<file path="src/hdl/lfbp_pkg.sv">
// lfbp_pkg: register indices, field positions and reset values
// of the legacy data-link byte port.
// assumes: APB word addressing, byte address = 4 * index.
package lfbp_pkg;
    // ----------------------------------------
    // register indices (byte address = 4 * index)
    // ----------------------------------------
    localparam logic [9:0] IDX_RX_BYTE = 10'h028;
    localparam logic [9:0] IDX_MATCH_A = 10'h029;
    localparam logic [9:0] IDX_MATCH_B = 10'h02a;
    localparam logic [9:0] IDX_TX_BYTE = 10'h07e;
    localparam logic [9:0] IDX_STATUS = 10'h080;
    localparam logic [9:0] IDX_IRQ_EN = 10'h081;
    localparam logic [9:0] IDX_IRQ_CLR = 10'h082;
    localparam logic [9:0] IDX_CTRL = 10'h083;
    // ----------------------------------------
    // status, enable and clear bit positions
    // ----------------------------------------
    localparam int ST_MATCH = 2;
    localparam int ST_TX_EMPTY = 3;
    localparam int ST_RX_FULL = 4;
    // ----------------------------------------
    // control bit positions
    // ----------------------------------------
    localparam int CT_ZERO_CTL = 0;
    localparam int CT_FS_SRC = 2;
    localparam int CT_STUFF = 4;
    localparam int CT_MF_LOAD = 5;
    // ----------------------------------------
    // reset values and run length
    // ----------------------------------------
    localparam logic [7:0] RST_BYTE = 8'h00;
    localparam logic [7:0] RST_CTRL = 8'h00;
    localparam logic [7:0] RST_FLAGS = 8'h00;
    localparam logic [2:0] ONES_RUN = 3'h5;
    localparam logic [2:0] ONES_SAT = 3'h6;
endpackage

</file>
<file path="src/hdl/lfbp_link_if.sv">
// lfbp_link_if: settings and events between the register core
// and the receive and transmit bit engines.
// assumes: all three modules share one clock.
`timescale 1ns/1ps
interface lfbp_link_if;
    logic zc_en;
    logic stuff_en;
    logic mf_load;
    logic [7:0] tx_hold;
    logic [7:0] rx_byte;
    logic rx_done;
    logic tx_done;
    modport core(output zc_en, stuff_en, mf_load, tx_hold,
        input rx_byte, rx_done, tx_done);
    modport rx(input zc_en, output rx_byte, rx_done);
    modport tx(input stuff_en, mf_load, tx_hold, output tx_done);
endinterface

</file>
<file path="src/hdl/lfbp_core.sv">
// lfbp_core: legacy data-link byte port, APB register file,
// match compare, sticky status and interrupt.
// assumes: framer strobes arrive on clk from on-chip logic;
// APB master holds each request until pready.
//
// Overview of operation
// - match on either code sets match flag
// - send byte in data-link or Fs positions
// - serialise written byte lsb first
// - set tx-empty after eight bits sent
// - tx-empty flag drives enabled interrupt low
// - unrefreshed byte is sent again
// - stuff zero after five ones when enabled
// - source select low takes Fs from byte
// - multiframe-load loads byte only on boundaries
// - Fs message fields via rx/tx byte registers
// - pack received bits, flag full, interrupt
// - remove zero after exactly five ones
// - keep zero after six or more ones
`timescale 1ns/1ps
module lfbp_core (
    input wire logic clk,
    input wire logic rst_n,
    input wire logic psel,
    input wire logic penable,
    input wire logic pwrite,
    input wire logic [11:0] paddr,
    input wire logic [31:0] pwdata,
    output logic [31:0] prdata,
    output logic pready,
    output logic pslverr,
    input wire logic rx_bit_valid,
    input wire logic rx_bit,
    input wire logic tx_slot,
    input wire logic tx_mf_start,
    output logic tx_bit,
    output logic tx_fs_from_byte,
    output logic irq_n
);
    lfbp_link_if lk();

    logic [7:0] match_a_q;
    logic [7:0] match_b_q;
    logic [7:0] tx_byte_q;
    logic [7:0] ctrl_q;
    logic [7:0] irq_en_q;
    logic [7:0] status_q;
    logic [7:0] status_d;
    logic [31:0] prdata_q;
    logic pready_q;
    logic pslverr_q;
    logic irq_n_q;
    logic fs_byte_q;
    logic tx_bit_w;

    // ----------------------------------------
    // APB decode
    // ----------------------------------------
    wire [9:0] idx;
    wire setup_acc;
    wire wr_acc;
    wire hit_rxb;
    wire hit_ma;
    wire hit_mb;
    wire hit_txb;
    wire hit_st;
    wire hit_en;
    wire hit_clr;
    wire hit_ct;
    wire mapped;
    wire [7:0] rd_byte;
    wire [7:0] clr_bits;
    wire [7:0] set_bits;
    wire match_hit;

    // one wait state: data is registered on the same edge that raises pready
    assign idx = paddr[11:2];
    assign setup_acc = psel && penable && !pready_q;
    assign wr_acc = psel && penable && pready_q && pwrite
        && !pslverr_q;
    assign hit_rxb = idx == lfbp_pkg::IDX_RX_BYTE;
    assign hit_ma = idx == lfbp_pkg::IDX_MATCH_A;
    assign hit_mb = idx == lfbp_pkg::IDX_MATCH_B;
    assign hit_txb = idx == lfbp_pkg::IDX_TX_BYTE;
    assign hit_st = idx == lfbp_pkg::IDX_STATUS;
    assign hit_en = idx == lfbp_pkg::IDX_IRQ_EN;
    assign hit_clr = idx == lfbp_pkg::IDX_IRQ_CLR;
    assign hit_ct = idx == lfbp_pkg::IDX_CTRL;
    assign mapped = hit_rxb || hit_ma || hit_mb || hit_txb
        || hit_st || hit_en || hit_clr || hit_ct;

    // read mux; write-only clear register reads zero
    assign rd_byte = hit_rxb ? lk.rx_byte :
        hit_ma ? match_a_q :
        hit_mb ? match_b_q :
        hit_txb ? tx_byte_q :
        hit_st ? status_q :
        hit_en ? irq_en_q :
        hit_ct ? ctrl_q : 8'h00;

    // ----------------------------------------
    // APB response
    // ----------------------------------------
    // pready pulses one cycle; bad address answers with pslverr
    always_ff @(posedge clk or negedge rst_n) begin
        if (!rst_n) begin
            pready_q <= 1'b0;
            pslverr_q <= 1'b0;
            prdata_q <= 32'h0000_0000;
        end else begin
            pready_q <= setup_acc;
            pslverr_q <= setup_acc && !mapped;
            if (setup_acc) begin
                prdata_q <= {24'h00_0000, rd_byte};
            end
        end
    end

    // ----------------------------------------
    // writable registers
    // ----------------------------------------
    // read-only and clear registers ignore writes here
    always_ff @(posedge clk or negedge rst_n) begin
        if (!rst_n) begin
            match_a_q <= lfbp_pkg::RST_BYTE;
            match_b_q <= lfbp_pkg::RST_BYTE;
            tx_byte_q <= lfbp_pkg::RST_BYTE;
            ctrl_q <= lfbp_pkg::RST_CTRL;
            irq_en_q <= lfbp_pkg::RST_FLAGS;
        end else if (wr_acc) begin
            if (hit_ma) begin
                match_a_q <= pwdata[7:0];
            end
            if (hit_mb) begin
                match_b_q <= pwdata[7:0];
            end
            if (hit_txb) begin
                tx_byte_q <= pwdata[7:0];
            end
            if (hit_ct) begin
                ctrl_q <= pwdata[7:0];
            end
            if (hit_en) begin
                irq_en_q <= pwdata[7:0];
            end
        end
    end

    // ----------------------------------------
    // settings to the bit engines
    // ----------------------------------------
    assign lk.zc_en = ctrl_q[lfbp_pkg::CT_ZERO_CTL];
    assign lk.stuff_en = ctrl_q[lfbp_pkg::CT_STUFF];
    assign lk.mf_load = ctrl_q[lfbp_pkg::CT_MF_LOAD];
    assign lk.tx_hold = tx_byte_q;

    // ----------------------------------------
    // sticky status
    // ----------------------------------------
    // rx_byte is already registered when rx_done pulses
    assign match_hit = lk.rx_byte == match_a_q
        || lk.rx_byte == match_b_q;
    assign set_bits = {3'h0,
        lk.rx_done,
        lk.tx_done,
        lk.rx_done && match_hit,
        2'h0};
    assign clr_bits = (wr_acc && hit_clr) ? pwdata[7:0] : 8'h00;
    // a set in the clearing cycle wins, so no event is lost
    assign status_d = set_bits | (status_q & ~clr_bits);

    always_ff @(posedge clk or negedge rst_n) begin
        if (!rst_n) begin
            status_q <= lfbp_pkg::RST_FLAGS;
        end else begin
            status_q <= status_d;
        end
    end

    // ----------------------------------------
    // interrupt and framer-side outputs
    // ----------------------------------------
    // level output, one cycle behind the flags it reflects
    always_ff @(posedge clk or negedge rst_n) begin
        if (!rst_n) begin
            irq_n_q <= 1'b1;
            fs_byte_q <= 1'b0;
        end else begin
            irq_n_q <= !(|(status_q & irq_en_q));
            fs_byte_q <= !ctrl_q[lfbp_pkg::CT_FS_SRC];
        end
    end

    assign prdata = prdata_q;
    assign pready = pready_q;
    assign pslverr = pslverr_q;
    assign irq_n = irq_n_q;
    assign tx_fs_from_byte = fs_byte_q;
    assign tx_bit = tx_bit_w;

    // ----------------------------------------
    // bit engines
    // ----------------------------------------
    lfbp_rx_deframer u_rx (
        .clk(clk),
        .rst_n(rst_n),
        .bit_valid(rx_bit_valid),
        .bit_in(rx_bit),
        .lk(lk.rx)
    );

    lfbp_tx_serialiser u_tx (
        .clk(clk),
        .rst_n(rst_n),
        .slot(tx_slot),
        .mf_start(tx_mf_start),
        .bit_out(tx_bit_w),
        .lk(lk.tx)
    );
endmodule

</file>
<file path="src/hdl/lfbp_rx_deframer.sv">
// lfbp_rx_deframer: destuffs received data-link bits and
// packs them lsb first into bytes.
// assumes: bit_valid is a one-cycle strobe from framer logic
// on the same clock, one per data-link or Fs position.
`timescale 1ns/1ps
module lfbp_rx_deframer (
    input wire logic clk,
    input wire logic rst_n,
    input wire logic bit_valid,
    input wire logic bit_in,
    lfbp_link_if.rx lk
);
    logic [2:0] ones_q;
    logic [2:0] ones_d;
    logic [2:0] cnt_q;
    logic [7:0] shift_q;
    logic [7:0] shift_d;
    logic [7:0] byte_q;
    logic done_q;
    wire drop;
    wire take;

    // ----------------------------------------
    // destuffing
    // ----------------------------------------
    // saturating at six tells a run of six apart from five
    assign drop = lk.zc_en && ones_q == lfbp_pkg::ONES_RUN
        && !bit_in;
    assign take = bit_valid && !drop;
    assign ones_d = !bit_in ? 3'h0 :
        (ones_q == lfbp_pkg::ONES_SAT) ? ones_q : ones_q + 3'h1;
    assign shift_d = {bit_in, shift_q[7:1]};

    // run counter follows every received bit
    always_ff @(posedge clk or negedge rst_n) begin
        if (!rst_n) begin
            ones_q <= 3'h0;
        end else if (bit_valid) begin
            ones_q <= ones_d;
        end
    end

    // ----------------------------------------
    // byte assembly
    // ----------------------------------------
    // the byte register only changes when eight bits are in
    always_ff @(posedge clk or negedge rst_n) begin
        if (!rst_n) begin
            shift_q <= lfbp_pkg::RST_BYTE;
            cnt_q <= 3'h0;
            byte_q <= lfbp_pkg::RST_BYTE;
            done_q <= 1'b0;
        end else begin
            done_q <= take && cnt_q == 3'h7;
            if (take) begin
                shift_q <= shift_d;
                cnt_q <= cnt_q + 3'h1;
                if (cnt_q == 3'h7) begin
                    byte_q <= shift_d;
                end
            end
        end
    end

    assign lk.rx_byte = byte_q;
    assign lk.rx_done = done_q;
endmodule

</file>
<file path="src/hdl/lfbp_tx_serialiser.sv">
// lfbp_tx_serialiser: sends the held transmit byte lsb first,
// one bit per slot strobe, with optional zero stuffing.
// assumes: slot and mf_start are one-cycle strobes from framer
// logic on the same clock.
`timescale 1ns/1ps
module lfbp_tx_serialiser (
    input wire logic clk,
    input wire logic rst_n,
    input wire logic slot,
    input wire logic mf_start,
    output logic bit_out,
    lfbp_link_if.tx lk
);
    logic [7:0] shift_q;
    logic [2:0] idx_q;
    logic [2:0] ones_q;
    logic mf_pend_q;
    logic bit_q;
    logic done_q;
    wire stuff;
    wire cap;
    wire send;
    wire [7:0] cur;

    // ----------------------------------------
    // slot decode
    // ----------------------------------------
    assign stuff = lk.stuff_en
        && ones_q == lfbp_pkg::ONES_RUN;
    // capture only at byte start so a late write never tears a byte
    assign cap = idx_q == 3'h0
        && (!lk.mf_load || mf_pend_q);
    // without a capture the rotated copy repeats the old byte
    assign cur = cap ? lk.tx_hold : shift_q;
    assign send = slot && !stuff;

    // multiframe boundary pending; a new boundary wins over use
    always_ff @(posedge clk or negedge rst_n) begin
        if (!rst_n) begin
            mf_pend_q <= 1'b0;
        end else begin
            mf_pend_q <= mf_start || (mf_pend_q && !(send && cap));
        end
    end

    // ----------------------------------------
    // bit engine
    // ----------------------------------------
    // rotate rather than shift so the byte survives for a resend
    always_ff @(posedge clk or negedge rst_n) begin
        if (!rst_n) begin
            shift_q <= lfbp_pkg::RST_BYTE;
            idx_q <= 3'h0;
            ones_q <= 3'h0;
            bit_q <= 1'b0;
            done_q <= 1'b0;
        end else begin
            done_q <= send && idx_q == 3'h7;
            if (slot && stuff) begin
                bit_q <= 1'b0;
                ones_q <= 3'h0;
            end else if (send) begin
                bit_q <= cur[0];
                shift_q <= {cur[0], cur[7:1]};
                idx_q <= idx_q + 3'h1;
                // saturate at five so a long unstuffed run holds at five and never wraps to zero
                ones_q <= !cur[0] ? 3'h0 :
                    (ones_q == lfbp_pkg::ONES_RUN) ? ones_q
                    : ones_q + 3'h1;
            end
        end
    end

    assign bit_out = bit_q;
    assign lk.tx_done = done_q;
endmodule

</file>
<file path="config.mk">
export PLATFORM = sky130hd
export DESIGN_NAME = lfbp_core
export DESIGN_NICKNAME = d
export VERILOG_FILES = /design/src/hdl/lfbp_pkg.sv /design/src/hdl/lfbp_link_if.sv /design/src/hdl/lfbp_core.sv /design/src/hdl/lfbp_rx_deframer.sv /design/src/hdl/lfbp_tx_serialiser.sv
export SDC_FILE = /design/constraint.sdc
export NUM_CORES = 1
export LEC_CHECK = 0
export BUFFER_PORTS_ARGS = -buffer_cell sky130_fd_sc_hd__buf_4
export CAP_MARGIN = 20
export CORE_MARGIN = 2
export CORE_UTILIZATION = 60
export CTS_CLUSTER_DIAMETER = 200
export DETAILED_ROUTE_END_ITERATION = 6
export PLACE_DENSITY = 0.91
export SLEW_MARGIN = 20
export SYNTH_ARGS = -nofsm -noshare
export SYNTH_HDL_FRONTEND = slang
export SYNTH_HIERARCHICAL = 1
export SYNTH_SLANG_ARGS = --single-unit
</file>
<file path="constraint.sdc">
create_clock -name clk -period 3.75 [get_ports clk]
set_clock_uncertainty 0.1 [all_clocks]
set_input_delay 0 -clock clk [delete_from_list [all_inputs] [get_ports clk]]
set_output_delay 0 -clock clk [all_outputs]
set_load 0.1 [all_outputs]
</file>
* Yosys cells after proc, flatten, opt, wreduce, memory -nomap -nowiden
Index checks and enable logic that the tools add are counted.
Operators by class: eq/ne operators 17, reduce and logical (&&, ||, !) cells 51, bitwise gates (word level) 5, $add $sub $neg 4, mux-type cells 17
Operators with widths (count):
- 2-to-1 mux 8 bit | 9
- == test 10 x 8 -> 1 bit, second input constant | 4
- == test 10 x 6 -> 1 bit, second input constant | 3
- logical AND 1 bit | 19
- 2-to-1 mux 3 bit | 6
- AND reduction 2 bit | 9
- AND 8 bit | 2
- == test 8 bit | 2
- == test 3 bit, second input constant | 5
- adder 3 x 1 -> 3 bit, second input constant | 4
- == test 10 x 7 -> 1 bit, second input constant | 1
- zero test 1 bit | 10
- logical OR 1 bit | 10
- inverter 8 bit | 1
- bitwise OR 5 x 8 -> 8 bit | 1
- OR reduction 8 bit | 1
- zero test 3 bit | 1
- inequality test 3 bit, second input constant | 1
- 2-to-1 mux 1 bit | 2
- inequality test 2 bit, second input constant | 1
- nonzero test 2 bit | 1
- inverter 1 bit | 1
Word-level totals: input bits 53, flip-flop bits (word level) 100, logic and storage cells 116, output and inout bits 37

* Depth between registers and ports, before layout
depth in word-level cells 10, mapped depth 7, depth with buffers taken out 6

* By module
Netlist, hierarchy kept.
Modules (own cells, without submodules):
- lfbp_core | area an instance 3324.4 um^2, cells each 296, sequential area each 1502.7 um^2, instances 1
- lfbp_rx_deframer | area an instance 987.2 um^2, cells each 65, sequential area each 550.5 um^2, instances 1
- lfbp_tx_serialiser | area an instance 904.6 um^2, cells each 85, sequential area each 425.4 um^2, instances 1

* Worst setup path before layout
Ideal clock, no wire load.
kind register to register, start point register pready_q (netlist: pready), end point register ctrl_q[0], setup slack 1.380 ns, clock period less this slack 2.370 ns, buffers on the path 0, required time 3.525 ns, arrival time 2.145 ns, setup time 0.125 ns, stages on the path, launching flop included 5, cells stage by stage dfrtp_1 nand4_1 nor4_4 nand3_2 mux2_2
On the way: word-level cells in the longest chain between the ends 4
RTL lines:
- from (decl) | RTL line lfbp_core.sv:50 | logic pready_q;
- from (signal assigned) | RTL line lfbp_core.sv:111 | pready_q <= setup_acc;
- logical AND 1 bit (2 in a row) | RTL line lfbp_core.sv:79 | assign wr_acc = psel && penable && pready_q && pwrite
- logical AND 1 bit | RTL line lfbp_core.sv:80 | && !pslverr_q;
- AND reduction 2 bit (no line)
- to (signal assigned) | RTL line lfbp_core.sv:128 | ctrl_q <= lfbp_pkg::RST_CTRL;
- to (signal assigned) | RTL line lfbp_core.sv:141 | ctrl_q <= pwdata[7:0];
- to (decl) | RTL line lfbp_core.sv:45 | logic [7:0] ctrl_q;
Every way passes these cells. A chain may end at the register's enable or synchronous reset.

* Worst setup path after layout
start point input paddr[9], end point register ctrl_q[7]
On the way: word-level cells in the longest chain between the ends 2
RTL lines:
- from (decl) | RTL line lfbp_core.sv:27 | input wire logic [11:0] paddr,
- == test 10 x 8 -> 1 bit | RTL line lfbp_core.sv:88 | assign hit_ct = idx == lfbp_pkg::IDX_CTRL;
- AND reduction 2 bit (no line)
Every way passes these cells.

==> summary.txt <==
Run status
  • Status: complete, but fails checks
  • Failing checks: DRC

Layout
  • Commonest non-fill, non-tap cell in the layout: dfrtp_1
  • Layout cells sized above 1: 26.2%
  • Layout Nets: 555
  • Area of the multi-input gates: 2460 sq um
  • # diodes: 0
  • Most frequent cells in the layout: 98 x dfrtp_1, 47 x mux2_2, 40 x buf_4
  • Register area: 2480 sq um
  • Fill cells: 575
  • Layout area overhead: 11.0%

Logic synthesis
  • Number of flops mapped to enable cells by yosys: 0
  • Mux cell area share after synthesis: 15.1%
  • Synth Area in Compound Gates: 12.7%
  • Yosys Warn Count: 6
  • Adder-cell area share of the yosys netlist: 2.40%
  • Post-synth ARST share: 100%
  • Mapped Cells: 446
  • Avg Synthesized Cell Area: 11.7 sq um
  • Post-synthesis sequential area ratio: 47.5%
  • Mapped Area: 5220 sq um
  • Synth Area in Simple Gates: 12.2%
  • Largest family of logic cells by synthesized area: multiplexers
  • Register bit count reported by yosys: 99
  • Ys flop type: dfrtp_1
  • Yosys cell types: 59
  • Synth Area in XOR/XNOR: 3.02%

STA
  • Fin. max-slew vios: 0
  • Slew margin rel.: 41.6%
  • Clock period minus worst slack: 2.29 ns
  • Endpoints failing setup: 0
  • Post-route clock period utilization: 61.0%
  • Final hold vios: 0
  • Worst Tran Pin Value: 0.876 ns
  • RSZ-0062 raised after global routing: false
  • FMAX: 0.437 GHz
  • Setup TNS: 0 ns

Global route
  • Vias in the first global route: 3771
  • Initial antenna violation count: 0
  • Pin count of the biggest net entering global routing: 68
  • First-pass GRT wire length: 18.7 mm
  • Total global routing overflow: 0
  • GRT Util Overall: 24.4%

Detailed routing
  • Detailed-route vias per instance: 6.27
  • Drc violations: 4
  • Antenna viol nets, final: 0
  • Routed len/inst: 18.7 um
  • Via count: 3793
  • Drt first pass iters: 7
  • WL final: 11.3 mm
  • DR iter-0 viols: 331

Power
  • Internal power: 1.75 mW
  • Leak: 2.63 nW
  • Switch share: 34.2%
  • Clock network power share: 24.6%
  • Psw: 0.911 mW
  • Power, Total: 2.66 mW
  • Comb power frac: 25.1%
  • Reg power frac: 50.3%
  • Worst IR Drop VDD: 0.339 mV
  • Power Density: 460 nW/um^2

Job
  • Max Cap Violations: 0

CTS
  • TritonCTS buffer count: 9
  • CTS tree: done
  • Clock Latency Late Sink: 0.37 ns
  • Clock sinks: 99
  • CTS H-tree depth: 3
  • CTS clk-pin slew, worst paths: 0.10 ns
  • Clock Path Buffers: 2
  • Clock root buffer: clkbuf_8
  • Post-CTS Setup Bufs: 0

Floorplanning
  • Initial Util: 60.7%
  • Ports: 90
  • Die width: 97.2 um
  • # rows: 34
  • Core Region: 8590 sq um
  • Die H: 97.2 um
  • DIE AREA: 9460 sq um

Setup path
  • CP startpoint kind: input port
  • Slowest CP cell: or4b_1
  • CP arrival: 2.44 ns
  • Kind of critical path: in -> reg
  • Crit-path cells: dlygate4sd3_1, buf_4, or4b_1, nor4_4, nand3_2, mux2_2
  • Worst reg-to-reg path cell count: 4
  • Req. time, crit path: 3.91 ns
  • Critical Path Max Stage Delay: 0.67 ns
  • Critical path peak fanout: 10
  • Setup crit end kind: register

Placement
  • Post-DP HPWL: 7.72 mm
  • Gpl congestion: 0.851
  • I/O Buffers: 39

Worst hold path
  • Min-Delay Path Depth: 4
  • HP Class: in -> reg
-- synthesized netlist by cell type, types with 7 or more instances --
cell,count,share of area (%)
dfrtp_1,98,47
mux2_2,47,10
buf_4,27,3.9
nand2_1,27,1.9
xnor2_1,18,3.0
a21o_1,17,2.4
inv_1,17,1.2
a21boi_0,13,1.9
nand3_1,11,1.1
clkbuf_1,10,0.72
ha_1,10,2.4
mux2i_1,10,1.9
mux2_4,9,2.6
or4_1,9,1.3
a2111oi_0,8,1.3
o21ai_1,8,0.77
nor2_1,7,0.50
o22ai_1,7,0.84
-- state kept, by name, summed over array words and instances (netlist names), 3 cells and up --
signal           count
u_tx/shift_q         8
u_rx/ones_q          3
status_q             8
irq_en_q             8
match_a_q            8
lk.tx_hold           8
u_rx/cnt_q           3
ctrl_q               8
prdata               8
u_tx/idx_q           3
match_b_q            8
u_rx/shift_q         7
u_tx/ones_q          3
u_rx/lk.rx_byte      8
-- metal layers --
layer	wire (um)	GRT usage, %
met3	684	4.10
met5	0	0
met1	4910	33.8
met4	211	9.08
met2	5480	39.1
-- kinds of logic (layout without fill, tap and decap cells) --
family / after synthesis / in the layout
multiplexers: 68 / 68
XOR/XNOR: 18 / 18
other: 1 / 24
buffers and inverters: 62 / 90
AND/OR/NAND/NOR: 96 / 96
adder cells (fa/ha/maj): 10 / 10
flip-flops: 99 / 99
AO/OA/AOI/OAI: 92 / 92
-- cell type report --
| type | count | area share [%] |
|---|---|---|
| Tap cell | 108 | 2.33 |
| Timing Repair Buffer | 56 | 7.95 |
| Multi-Input combinational cell | 308 | 42.5 |
| Sequential cell | 99 | 42.8 |
| Clock buffer | 10 | 2.38 |
| Clock inverter | 6 | 0.843 |
| Inverter | 18 | 1.17 |
-- worst max-delay path, delay by kind of cell --
family	cells	cell delay, ns
AND/OR/NAND/NOR	3	1.42
buffers and inverters	2	0.66
multiplexers	1	0.35
-- path summary, 6_finish.rpt --
path	from	to	slack [ns]
max	paddr[9]	ctrl_q[7]$_DFFE_PN0P_	1.46
max in group asynchronous	rst_n	irq_n$_DFF_PN1_	2.39
min in group asynchronous	rst_n	u_rx/ones_q[0]$_DFFE_PN0P_	0.17
max reg2reg	pready$_DFF_PN0_	prdata[4]$_DFFE_PN0P_	1.67
min reg2reg	ctrl_q[2]$_DFFE_PN0P_	tx_fs_from_byte$_DFF_PN0_	0.36
min	paddr[8]	pslverr$_DFF_PN0_	0.01
-- power by group through the flow --
stage,logic (mW),clock network (mW),registers (mW)
5_1_grt,0.721,0.703,1.36
2_1_floorplan,0.495,0,1.36
3_5_place_dp,0.646,0,1.36
6_report,0.669,0.655,1.34
3_3_place_gp,0.611,0,1.35
4_1_cts,0.667,0.659,1.33
-- through the flow --
stage | hold slack (ns) | worst slack, ns | cell area, sq um | cells | util [%]
after floorplan | -0.396 | 1.38 | 5300 | 469 | -
after global routing | 0.0742 | 1.37 | 5790 | 605 | 67.4
after global placement | 0.0370 | 1.33 | 5440 | 573 | 63.3
final | 0.0116 | 1.46 | 5790 | 605 | 67.4
after CTS | 0.0134 | 1.52 | 5790 | 605 | 67.4
after detailed placement | 0.0494 | 1.26 | 5440 | 573 | 63.3
-- what timing repair did --
action	4_1_cts	5_1_grt
hold endpoints to repair	127	0
hold buffers	16	0
gates resized for setup	0	0
Note: power is estimated with default switching activity, not from simulation.
